<file path="config.mk">
export PLATFORM = sky130hd
export DESIGN_NAME = igc_top
export DESIGN_NICKNAME = d
export VERILOG_FILES = /design/src/hw/igc_top.v
export VERILOG_INCLUDE_DIRS = /design/src /design/src/hw
export SDC_FILE = /design/constraint.sdc
export NUM_CORES = 1
export LEC_CHECK = 0
export BUFFER_PORTS_ARGS = -buffer_cell sky130_fd_sc_hd__buf_2
export CAP_MARGIN = 10
export CELL_PAD_IN_SITES_DETAIL_PLACEMENT = 2
export CELL_PAD_IN_SITES_GLOBAL_PLACEMENT = 2
export CORE_ASPECT_RATIO = 1.25
export CORE_MARGIN = 10
export CORE_UTILIZATION = 37
export DETAILED_ROUTE_END_ITERATION = 7
export PLACE_DENSITY_LB_ADDON = 0.1
export SLEW_MARGIN = 20
export SYNTH_ARGS = -nofsm -noshare
export SYNTH_HDL_FRONTEND = slang
export SYNTH_SLANG_ARGS = --single-unit
</file>
<file path="constraint.sdc">
create_clock -name sys_clk -period 4.43 [get_ports sys_clk]
set_input_delay 1.1075 -clock sys_clk [delete_from_list [all_inputs] [get_ports sys_clk]]
set_output_delay 1.1075 -clock sys_clk [all_outputs]
set_load 0.005 [all_outputs]
</file>
<file path="src/hw/igc_defines.vh">
// Constants for the ion generator control block
`ifndef IGC_DEFINES_VH
`define IGC_DEFINES_VH
`define IGC_CLK_HZ 50000000
`define IGC_TICK_CYCLES (`IGC_CLK_HZ)
`define IGC_TEMP_HI_C 8'h23
`define IGC_TEMP_LO_C 8'h05
`define IGC_TEMP_OK_MIN 6
`define IGC_TEMP_OK_S (`IGC_TEMP_OK_MIN * 60)
`define IGC_FAN_MIN_RPM 12'h168
`define IGC_DISC_DELAY_S 1
`define IGC_DISC_WIN_DS 60
`define IGC_DISC_ABN_DS 59
`define IGC_DISC_OFF_MIN 5
`define IGC_DISC_OFF_S (`IGC_DISC_OFF_MIN * 60)
`define IGC_DISC_LIM_CHK 4'h1
`define IGC_DISC_LIM 4'h3
`define IGC_DIS_ARM_MIN 30
`define IGC_DIS_ARM_S (`IGC_DIS_ARM_MIN * 60)
`define IGC_DIS_ABN_S 5
`define IGC_DIS_OFF_MIN 30
`define IGC_DIS_OFF_S (`IGC_DIS_OFF_MIN * 60)
`define IGC_DIS_LIM 4'hC
`define IGC_DIS_CLR_MIN 50
`define IGC_DIS_CLR_S (`IGC_DIS_CLR_MIN * 60)
`define IGC_FAN_AUTO 3'h0
`define IGC_FAN_COOL_MED 3'h3
`define IGC_ST_OFF 2'h0
`define IGC_ST_IND 2'h1
`define IGC_ST_COMB 2'h2
`define IGC_ADDR_CTRL 4'h0
`define IGC_ADDR_STAT 4'h4
`define IGC_ADDR_CNT 4'h8
`endif

</file>
<file path="src/hw/igc_top.v">
// Ion generator control: operation state, pause logic and fault detection
//
// Functional notes
// - Ion on while running starts combination
// - Ion on while off starts individual
// - Power off, ion button, off timer stop
// - Pause generation while indoor fan stopped
// - Intake temperature band pause, six minutes
// - Combination: generator needs fan 360 rpm
// - Individual: remote fan, auto is medium
// - Powerful and quiet disabled during ion
// - Vanes: remote in individual, mode otherwise
// - On timer when stopped restores ion
// - On timer while running changes nothing
// - Off timer stops all, saves ion
// - Resume saved operation after power failure
// - Disconnection check: 1s delay, 6s window
// - Disconnection: count, five minutes off, restart
// - Check mode: one count declares fault
// - Normal mode: three counts declare fault
// - Clear disconnection count on stop, except in check mode
// - Discharge armed after 30 minutes, 5s
// - Discharge: count, 30 minutes off, log 12
// - Clear discharge count: 50 minutes, stop
`include "igc_defines.vh"
module igc_top #(
	parameter TICK_CYCLES = `IGC_TICK_CYCLES
) (
	input wire sys_clk,
	input wire nrst,
	input wire clk_en,
	input wire cmd_power,
	input wire cmd_ion_btn,
	input wire on_timer_fire,
	input wire off_timer_fire,
	input wire check_mode,
	input wire mode_running,
	input wire mode_ctrl_stop,
	input wire fan_running,
	input wire [11:0] fan_rpm,
	input wire [7:0] intake_temp,
	input wire [2:0] remote_fan,
	input wire [2:0] mode_fan,
	input wire [2:0] remote_swing,
	input wire [2:0] mode_swing,
	input wire req_powerful,
	input wire req_quiet,
	input wire [1:0] nv_op_state,
	input wire nv_valid,
	input wire gen_abnormal,
	input wire [3:0] reg_addr,
	input wire [31:0] reg_wdata,
	input wire reg_wr,
	input wire reg_rd,
	output reg [31:0] reg_rdata,
	output reg gen_power,
	output reg [2:0] fan_speed_out,
	output reg [2:0] swing_out,
	output reg powerful_en,
	output reg quiet_en,
	output reg ion_led,
	output reg timer_led_blink,
	output reg nv_fault_wr,
	output reg nv_fault_hidden,
	output reg [1:0] op_state
);
	// ************************************************************
	// Sized timing constants
	// ************************************************************
	// Backoff spans sized to the backoff counter, so loads never drop bits
	localparam [11:0] DISC_OFF_SEC = `IGC_DISC_OFF_S;
	localparam [11:0] DIS_OFF_SEC = `IGC_DIS_OFF_S;
	// Longest span (discharge count clear, 50 minutes) must fit twelve bits of seconds
	localparam [11:0] TEMP_OK_LAST = `IGC_TEMP_OK_S - 1;
	localparam [11:0] DIS_CLR_LAST = `IGC_DIS_CLR_S - 1;

	// ************************************************************
	// Input synchronisers
	// ************************************************************
	reg abn_s1_reg;
	reg abn_s2_reg;
	always @(posedge sys_clk or negedge nrst) begin
		if (!nrst) begin
			abn_s1_reg <= 1'b0;
			abn_s2_reg <= 1'b0;
		end else if (clk_en) begin
			abn_s1_reg <= gen_abnormal;
			abn_s2_reg <= abn_s1_reg;
		end
	end

	// ************************************************************
	// Time base
	// ************************************************************
	// A tenth-second tick as well, since the abnormal run is 5.9 s
	localparam [25:0] DS_CYC = TICK_CYCLES / 10;
	reg [25:0] ds_cnt_reg;
	reg [3:0] ds_num_reg;
	wire ds_tick = (ds_cnt_reg == DS_CYC - 26'h1);
	wire sec_tick = ds_tick && (ds_num_reg == 4'h9);
	always @(posedge sys_clk or negedge nrst) begin
		if (!nrst) begin
			ds_cnt_reg <= 26'h0;
			ds_num_reg <= 4'h0;
		end else if (clk_en) begin
			ds_cnt_reg <= ds_tick ? 26'h0 : ds_cnt_reg + 26'h1;
			if (ds_tick)
				ds_num_reg <= (ds_num_reg == 4'h9) ? 4'h0 : ds_num_reg + 4'h1;
		end
	end

	// ************************************************************
	// Operation state
	// ************************************************************
	reg [1:0] saved_reg;
	reg boot_reg;
	reg [1:0] op_next;
	wire stop_evt = (op_state != `IGC_ST_OFF) && (op_next == `IGC_ST_OFF);
	always @* begin
		op_next = op_state;
		case (op_state)
			`IGC_ST_OFF: begin
				if (on_timer_fire)
					op_next = saved_reg;
				else if (cmd_ion_btn)
					op_next = mode_running ? `IGC_ST_COMB : `IGC_ST_IND;
			end
			`IGC_ST_IND, `IGC_ST_COMB: begin
				if (cmd_power || cmd_ion_btn || off_timer_fire)
					op_next = `IGC_ST_OFF;
				else if (mode_running)
					op_next = `IGC_ST_COMB;
				else
					op_next = `IGC_ST_IND;
			end
			default: op_next = `IGC_ST_OFF;
		endcase
		if (op_state == `IGC_ST_OFF && cmd_ion_btn && mode_running && !on_timer_fire)
			op_next = `IGC_ST_COMB;
	end
	always @(posedge sys_clk or negedge nrst) begin
		if (!nrst) begin
			op_state <= `IGC_ST_OFF;
			saved_reg <= `IGC_ST_OFF;
			boot_reg <= 1'b1;
		end else if (clk_en) begin
			boot_reg <= 1'b0;
			if (boot_reg) begin
				if (nv_valid)
					op_state <= nv_op_state;
			end else begin
				op_state <= op_next;
			end
			if (off_timer_fire && op_state != `IGC_ST_OFF)
				saved_reg <= op_state;
			else if (off_timer_fire && mode_running)
				saved_reg <= `IGC_ST_OFF;
		end
	end
	wire ion_on = (op_state != `IGC_ST_OFF);

	// ************************************************************
	// Pause conditions
	// ************************************************************
	reg [8:0] temp_ok_reg;
	reg temp_pause_reg;
	wire temp_out = (intake_temp >= `IGC_TEMP_HI_C) || (intake_temp <= `IGC_TEMP_LO_C);
	always @(posedge sys_clk or negedge nrst) begin
		if (!nrst) begin
			temp_ok_reg <= 9'h0;
			temp_pause_reg <= 1'b0;
		end else if (clk_en) begin
			if (temp_out) begin
				temp_ok_reg <= 9'h0;
				temp_pause_reg <= 1'b1;
			end else if (temp_pause_reg && sec_tick) begin
				if ({3'h0, temp_ok_reg} == TEMP_OK_LAST) begin
					temp_pause_reg <= 1'b0;
					temp_ok_reg <= 9'h0;
				end else begin
					temp_ok_reg <= temp_ok_reg + 9'h1;
				end
			end
		end
	end
	wire fan_ok = fan_running &&
		((op_state != `IGC_ST_COMB) || (fan_rpm >= `IGC_FAN_MIN_RPM));
	wire gen_want = ion_on && fan_ok && !temp_pause_reg;

	// ************************************************************
	// Fault detection
	// ************************************************************
	reg [11:0] on_sec_reg;
	reg [6:0] win_reg;
	reg [6:0] abn_ds_reg;
	reg [2:0] abn_s_reg;
	reg [11:0] off_reg;
	reg [11:0] norm_reg;
	reg [3:0] disc_cnt_reg;
	reg [3:0] dis_cnt_reg;
	reg disc_fault_reg;
	reg dis_logged_reg;
	wire in_backoff = (off_reg != 12'h0);
	wire gen_live = gen_want && !in_backoff && !disc_fault_reg;
	wire disc_hit = gen_live && on_sec_reg >= `IGC_DISC_DELAY_S && ds_tick &&
		abn_s2_reg && (abn_ds_reg == `IGC_DISC_ABN_DS - 1) &&
		(win_reg < `IGC_DISC_WIN_DS);
	wire dis_hit = gen_live && !disc_hit && on_sec_reg >= `IGC_DIS_ARM_S && sec_tick &&
		abn_s2_reg && (abn_s_reg == `IGC_DIS_ABN_S - 1);
	wire [3:0] disc_lim = check_mode ? `IGC_DISC_LIM_CHK : `IGC_DISC_LIM;
	always @(posedge sys_clk or negedge nrst) begin
		if (!nrst) begin
			on_sec_reg <= 12'h0;
			win_reg <= 7'h0;
			abn_ds_reg <= 7'h0;
			abn_s_reg <= 3'h0;
			off_reg <= 12'h0;
			norm_reg <= 12'h0;
			disc_cnt_reg <= 4'h0;
			dis_cnt_reg <= 4'h0;
			disc_fault_reg <= 1'b0;
			dis_logged_reg <= 1'b0;
			nv_fault_wr <= 1'b0;
			nv_fault_hidden <= 1'b0;
		end else if (clk_en) begin
			nv_fault_wr <= 1'b0;
			nv_fault_hidden <= 1'b0;
			if (!gen_live) begin
				on_sec_reg <= 12'h0;
				win_reg <= 7'h0;
				abn_ds_reg <= 7'h0;
				abn_s_reg <= 3'h0;
			end else begin
				if (sec_tick && on_sec_reg != 12'hFFF)
					on_sec_reg <= on_sec_reg + 12'h1;
				if (ds_tick && on_sec_reg >= `IGC_DISC_DELAY_S && win_reg < `IGC_DISC_WIN_DS)
					win_reg <= win_reg + 7'h1;
				if (ds_tick)
					abn_ds_reg <= abn_s2_reg ? abn_ds_reg + 7'h1 : 7'h0;
				if (sec_tick)
					abn_s_reg <= abn_s2_reg ? abn_s_reg + 3'h1 : 3'h0;
			end
			if (in_backoff && sec_tick)
				off_reg <= off_reg - 12'h1;
			if (disc_hit) begin
				disc_cnt_reg <= disc_cnt_reg + 4'h1;
				off_reg <= DISC_OFF_SEC;
				if (disc_cnt_reg + 4'h1 >= disc_lim) begin
					disc_fault_reg <= 1'b1;
					nv_fault_wr <= 1'b1;
				end
			end
			if (dis_hit) begin
				if (dis_cnt_reg != 4'hF)
					dis_cnt_reg <= dis_cnt_reg + 4'h1;
				off_reg <= DIS_OFF_SEC;
				if (dis_cnt_reg + 4'h1 >= `IGC_DIS_LIM && !dis_logged_reg) begin
					dis_logged_reg <= 1'b1;
					nv_fault_hidden <= 1'b1;
				end
			end
			if (gen_live && !abn_s2_reg) begin
				if (sec_tick) begin
					if (norm_reg == DIS_CLR_LAST) begin
						norm_reg <= 12'h0;
						if (!dis_hit)
							dis_cnt_reg <= 4'h0;
					end else begin
						norm_reg <= norm_reg + 12'h1;
					end
				end
			end else begin
				norm_reg <= 12'h0;
			end
			if (stop_evt || mode_ctrl_stop) begin
				dis_cnt_reg <= 4'h0;
				dis_logged_reg <= 1'b0;
				off_reg <= 12'h0;
				if (!check_mode) begin
					disc_cnt_reg <= 4'h0;
					disc_fault_reg <= 1'b0;
				end
			end
		end
	end

	// ************************************************************
	// Outputs
	// ************************************************************
	always @(posedge sys_clk or negedge nrst) begin
		if (!nrst) begin
			gen_power <= 1'b0;
			fan_speed_out <= 3'h0;
			swing_out <= 3'h0;
			powerful_en <= 1'b0;
			quiet_en <= 1'b0;
			ion_led <= 1'b0;
			timer_led_blink <= 1'b0;
		end else if (clk_en) begin
			gen_power <= gen_live;
			if (op_state == `IGC_ST_IND)
				fan_speed_out <= (remote_fan == `IGC_FAN_AUTO) ? `IGC_FAN_COOL_MED : remote_fan;
			else
				fan_speed_out <= mode_fan;
			swing_out <= (op_state == `IGC_ST_IND) ? remote_swing : mode_swing;
			powerful_en <= req_powerful && !ion_on;
			quiet_en <= req_quiet && !ion_on;
			ion_led <= ion_on && !disc_fault_reg;
			timer_led_blink <= disc_fault_reg && check_mode;
		end
	end

	// ************************************************************
	// Register port
	// ************************************************************
	// Control register reads zero and ignores writes; state comes from pins
	always @(posedge sys_clk or negedge nrst) begin
		if (!nrst) begin
			reg_rdata <= 32'h0;
		end else if (clk_en) begin
			reg_rdata <= 32'h0;
			if (reg_rd) begin
				case (reg_addr)
					`IGC_ADDR_STAT: reg_rdata <= {24'h0, dis_logged_reg, disc_fault_reg,
						temp_pause_reg, gen_live, in_backoff, ion_on, op_state};
					`IGC_ADDR_CNT: reg_rdata <= {24'h0, dis_cnt_reg, disc_cnt_reg};
					default: reg_rdata <= 32'h0;
				endcase
			end
		end
	end
endmodule

</file>
# Word level (Yosys, flattened, before mapping)
# Index checks and enable logic that the tools add are counted.
# totals
input_bits	87
ff_bits	155
elab_cells	199
output_inout_bits	47
# classes
muxes	62
addsub	11
eq_ne	19
order_cmp	8
n_reduce_logical	70
# op_table
op	count
$mux W12	9
$mux W4	11
$mux W7	5
$logic_and A1 B1 Y1	33
$mux W9	3
$add A26 B1 Y26 const B	1
$eq A26 B23 Y1 const B	1
$mux W26	1
$add A12 B1 Y12 const B	2
$mux W2	10
$reduce_and A2 Y1	10
$mux W3	6
$pmux W8 S2	1
$add A7 B1 Y7 const B	2
$mux W1	14
$add A4 B1 Y4 const B	3
$eq A12 B12 Y1 const B	1
$ge A12 B1 Y1 const B	1
$ge A12 B11 Y1 const B	1
$ge A12 B9 Y1 const B	1
$ne A12 B12 Y1 const B	1
$reduce_bool A12 Y1	1
$reduce_bool A2 Y1	6
$sub A12 B1 Y12 const B	1
other kinds (26)	45

# Longest topological paths before layout
# logic_depth
depth_word	24
ltp_mapped	10
depth_no_buf	8

# Least setup slack after synthesis
# Ideal clock, no wire load.
# synth_path
path_kind	input-to-reg
start	input port fan_running
end	register off_reg[1]
t_required_ns	4.305
stages	6
arrival_time_ns	2.870
setup_time_ns	0.125
path_buffers	0
path_slack_ns	1.435
cell_sequence	or4b_1 -> a31oi_1 -> nand2_1 -> a2111oi_4 -> o31a_1 -> mux2_2
# synth_via
elab_chain_len	18
word_cells_on_any_way	21
classes_between	mux: 3; reduce/logical: 18
# synth_rtl
element	line	source
start, declared	igc_top.v:39	input wire fan_running,
$logic_and A1 B1 Y1 (*)	igc_top.v:186	wire fan_ok = fan_running &&
$logic_and A1 B1 Y1 (*) (2 in series)	igc_top.v:188	wire gen_want = ion_on && fan_ok && !temp_pause_reg;
$logic_and A1 B1 Y1 (*) (2 in series)	igc_top.v:204	wire gen_live = gen_want && !in_backoff && !disc_fault_reg;
$logic_and A1 B1 Y1 (no source line)	n/a	
$logic_and A1 B1 Y1 (4 in series)	igc_top.v:205	wire disc_hit = gen_live && on_sec_reg >= `IGC_DISC_DELAY_S && ds_tick &&
$logic_not A1 Y1	igc_top.v:208	wire dis_hit = gen_live && !disc_hit && on_sec_reg >= `IGC_DIS_ARM_S && sec_tick &&
$logic_and A1 B1 Y1	igc_top.v:208	
$logic_and A1 B1 Y1 (no source line)	n/a	
$logic_and A1 B1 Y1 (3 in series)	igc_top.v:208	
$reduce_bool A4 Y1 (no source line) or $mux W12 (tied branches)	n/a	
$reduce_and A2 Y1 (no source line) or $mux W12 (tied branches)	n/a	
end signal, assigned	igc_top.v:244	off_reg <= off_reg - 12'h1;
end, declared	igc_top.v:197	reg [11:0] off_reg;
# Mark *: on every way between the ends. The rest lies on a longest branch, timed or not.
# A chain may end at the register's enable or synchronous reset.

# Final worst setup path
# layout_path
start	register op_state[0]
end	register norm_reg[11]
# layout_via
elab_chain_len	10
word_cells_on_any_way	12
classes_between	eq/ne: 2; mux: 1; reduce/logical: 9
# layout_rtl
element	line	source
start, declared	igc_top.v:65	output reg [1:0] op_state
start signal, assigned	igc_top.v:143	op_state <= `IGC_ST_OFF;
start signal, assigned	igc_top.v:150	op_state <= nv_op_state;
start signal, assigned	igc_top.v:152	op_state <= op_next;
$ne A2 B2 Y1 (no source line)	n/a	
$logic_or A1 B1 Y1	igc_top.v:187	((op_state != `IGC_ST_COMB) || (fan_rpm >= `IGC_FAN_MIN_RPM));
$logic_and A1 B1 Y1	igc_top.v:186	
$logic_and A1 B1 Y1 (*) (2 in series)	igc_top.v:188	
$logic_and A1 B1 Y1 (*) (2 in series)	igc_top.v:204	
$logic_and A1 B1 Y1 (*)	igc_top.v:262	if (gen_live && !abn_s2_reg) begin
$ne A2 B2 Y1 (no source line)	n/a	
$reduce_and A2 Y1 (no source line)	n/a	
end signal, assigned	igc_top.v:269	norm_reg <= norm_reg + 12'h1;
end, declared	igc_top.v:198	reg [11:0] norm_reg;
# Marked as above.

==> summary.md <==
The clock arrives with 14.0 ps of skew. 134 I/O pins were placed. The die covers 0.0265 mm2. The initial antenna violation count is 0, and the number of flip-flops and latches in the synthesized netlist is 131. 0 antenna diodes ended up in the layout. The die is 148 um wide. Later-pin clock latency in the skew report: 430 ps. At the worst endpoint, the required time is 4730 ps. The remaining antenna violation count after routing came out at 0. For the aggregate global-route resource usage, the log shows 19.0%.

The routed layout has 6,654 vias. The flow ran to the end, and the final reports show no timing, DRC or antenna violations. From bottom edge to top edge, the die measures 179 um.

The run gives 0 as the count of endpoints failing hold in the final timing report. Before antenna repair, the detailed router went through 4 iterations. The run gives 40,900 um as the wire length of the first global-routing pass. The post-route DRC violation count was 0. In the synthesized netlist the dominant register cell turns out to be dfrtp_1.

The synthesized netlist occupies a cell area of 0.00752 mm2. The run gives 38.8% as the relative slew slack. For this design, the sink count on the clock tree is 131.

After layout, the worst path uses 79.2% of the clock period. Critical path launch point type: a register. The detailed router finished its first iteration with 220 violations. The path class of the tightest hold or removal check is register to register. The sum of routed wire length over all layers is 24,200 um. The register with the most flip-flops in the layout has 26 of them. The run gives 0 as the max-cap check violation count. Yosys printed 0 warnings. The run gives 2,252 as the number of filler instances in the final layout. The worst register-to-register path ends at norm_reg[11].

Averaged over all synthesized cells, the footprint is 9.30 um2. The worst register-to-register path has a setup slack of 920 ps. The startpoint-to-endpoint class of the critical path was register to register.

For this run the aggregate overflow at the end of global routing stands at 0. The final critical-path required period works out to 3510 ps. The number of rows created at floorplan was 58. Once the clock tree was built, the setup fixing pass inserted 0 buffers. Setup repair after global routing left no endpoint under its margin. The count of buffers from port buffering is 73. The buffer cell driving the clock tree root is clkbuf_16.

Setup violations remaining at the end of the flow were counted as 0. The unique cell type count in the Yosys netlist was 71. Counting along the longest clock path gives a buffer depth of 2. Summed over all cells, the static leakage comes to 3.82 nW. The power per standard cell area was 361 mW/mm2. The worst setup path startpoint is op_state[0].

The tools report the category of the worst setup path capture point as a register. The via count of the first global-routing pass came out at 7,670. The number of instances in the synthesized netlist was 809; the last weighted congestion value of the routability-driven placer was 0.814. At the end of the flow, the number of nets in the layout was 993. The post-DP HPWL came out at 17,500 um.

Counting flops with an async set or reset pin after synthesis yields a share of 100%. The run gives 3810 ps as the worst endpoint data arrival time. Sequential cells were found to cover 43.6% of the synthesized design area. The final max-slew violation count is 0, and the number of flops mapped to enable cells by yosys is 0.

The placeable core region came out at 0.0200 mm2. Entering global routing, the biggest net connects 75 pins. In the routed layout, each cell is associated on average with a via count of 5.69.

The number of instances resized during post-cts repair is 0. Clock-pin slew was measured on the worst setup and hold paths at 60 ps. The H-tree was split into 4 levels. In this run the worst path has a maximum fanout of 14. The fraction of final layout cells with drive strength greater than 1 was 15.7%.

In this run, CTS created clock tree buffers numbering 17. The share of the core filled with cells is 43.8%, and the slew at the pin closest to its max-slew limit is 913 ps. Compared with the post-synthesis result, the final layout area differs by 16.6%. The worst hold path begins at reg_rdata[6]. The sum of negative setup slack is 0 ps, and the average wire per cell in the routed design is 20.7 um. In this run the critical register-to-register path is launched from op_state[0]. Counting cells, the worst reg-to-reg path comes to 9. The number of buffers added to fix hold violations after cts was 0; the initial cell density of the core was 37.5%. TritonCTS built the clock tree.

Derived from the worst setup path, the maximum achievable clock frequency is 285 MHz. IR analysis of the VDD net gives a maximum drop of 0.258 mV. The worst hold path terminates at reg_rdata[6]. The hold path depth was 1.
[power breakdown]
group	total (mW)	internal, mW	switching, mW
clock network	1.52	0.959	0.564
registers	1.31	1.25	0.0599
logic	0.337	0.125	0.212
total	3.17	2.33	0.836
[critical path, cell delays in order, from the launching register on]
cell and delay, ps:
dfrtp_1 500, inv_1 140, ha_1 260, buf_4 190, nor4b_1 400, and4_1 300, nand2_1 280, o31ai_2 850
or4_4 350, o31ai_1 100
[worst max path at each step]
| stage | cells past startpoint | slack, ps | endpoint |
|---|---|---|---|
| 2_1_floorplan | 6 | 1440 | off_reg[1] |
| 4_1_cts | 9 | 810 | norm_reg[11] |
| 6_report | 9 | 920 | norm_reg[11] |
| 3_5_place_dp | 7 | 610 | norm_reg[9] |
| 5_1_grt | 9 | 590 | norm_reg[11] |
| 3_3_place_gp | 7 | 730 | norm_reg[11] |
[metrics by stage]
stage | hold slack [ps] | instances | power (mW) | area [um2] | setup slack (ps)
2_1_floorplan | 437 | 832 | 1.52 | 7610 | 1440
3_3_place_gp | 457 | 1138 | 1.64 | 8140 | 732
3_5_place_dp | 469 | 1138 | 1.66 | 8140 | 613
4_1_cts | 486 | 1170 | 3.21 | 8770 | 808
5_1_grt | 507 | 1170 | 3.31 | 8770 | 585
6_report | 482 | 1170 | 3.17 | 8770 | 921
[synthesized netlist by cell type, types with 14 or more instances]
master | number | share of area, %
clkbuf_1 | 19 | 0.95
o31ai_1 | 17 | 1.7
dfrtp_1 | 130 | 43
buf_4 | 24 | 2.4
or3_1 | 14 | 1.2
nor3_1 | 24 | 1.6
and3_1 | 20 | 1.7
inv_1 | 26 | 1.3
o21ai_0 | 59 | 3.9
nand3_1 | 50 | 3.3
o2bb2ai_1 | 16 | 1.9
ha_1 | 19 | 3.2
nor2_1 | 66 | 3.3
nand2_1 | 56 | 2.8
nand4_1 | 15 | 1.2
xnor2_1 | 24 | 2.8
a21oi_1 | 24 | 1.6
[layout by cell type, fill, tap and decap left out, types with 10 or more instances in the layout]
cell type	count
a31oi_1	11
buf_2	72
nor4_1	12
nand2_1	56
a22oi_1	12
nor2b_1	11
o2bb2ai_1	16
o31ai_1	17
nor3_1	23
nand3_1	50
nand4_1	15
a21oi_1	24
and4_1	10
clkbuf_16	17
or3_1	14
conb_1	24
nor4b_1	10
xnor2_1	24
buf_4	14
nor2_1	66
o21ai_0	59
dfrtp_1	130
inv_1	26
and3_1	20
ha_1	19
xor2_1	10
nand2b_1	12
[cells by family (layout without fill, tap and decap cells)]
group / after synthesis / count (layout) / share of synthesized area [%]
adders and majority gates: 19 / 19 / 3.16
DFF: 131 / 131 / 43.6
and+or+nand+nor: 340 / 340 / 24.8
AOI/OAI and AO/OA: 190 / 190 / 16.8
xor gates and xnor gates: 34 / 34 / 3.96
buffers and inverters: 77 / 145 / 5.19
muxes: 17 / 17 / 2.40
other: 1 / 24 / 0.0499
[routing by layer]
| metal | global-route usage (%) | wire length, um |
|---|---|---|
| met3 | 3.29 | 753 |
| met1 | 21.3 | 9880 |
| met5 | 0 | 0 |
| met2 | 36.2 | 13200 |
| met4 | 5.42 | 357 |
[cell type report]
cell class	instances	area, um2	share of cell area [%]
sequential	131	3280	37.4
timing repair buffer	87	485	5.54
tap	270	338	3.85
inverter	26	97.6	1.11
clock buffer	20	447	5.09
multi-input combinational	624	3940	44.9
clock inverter	12	180	2.05
(Power assumes the default switching activity.)
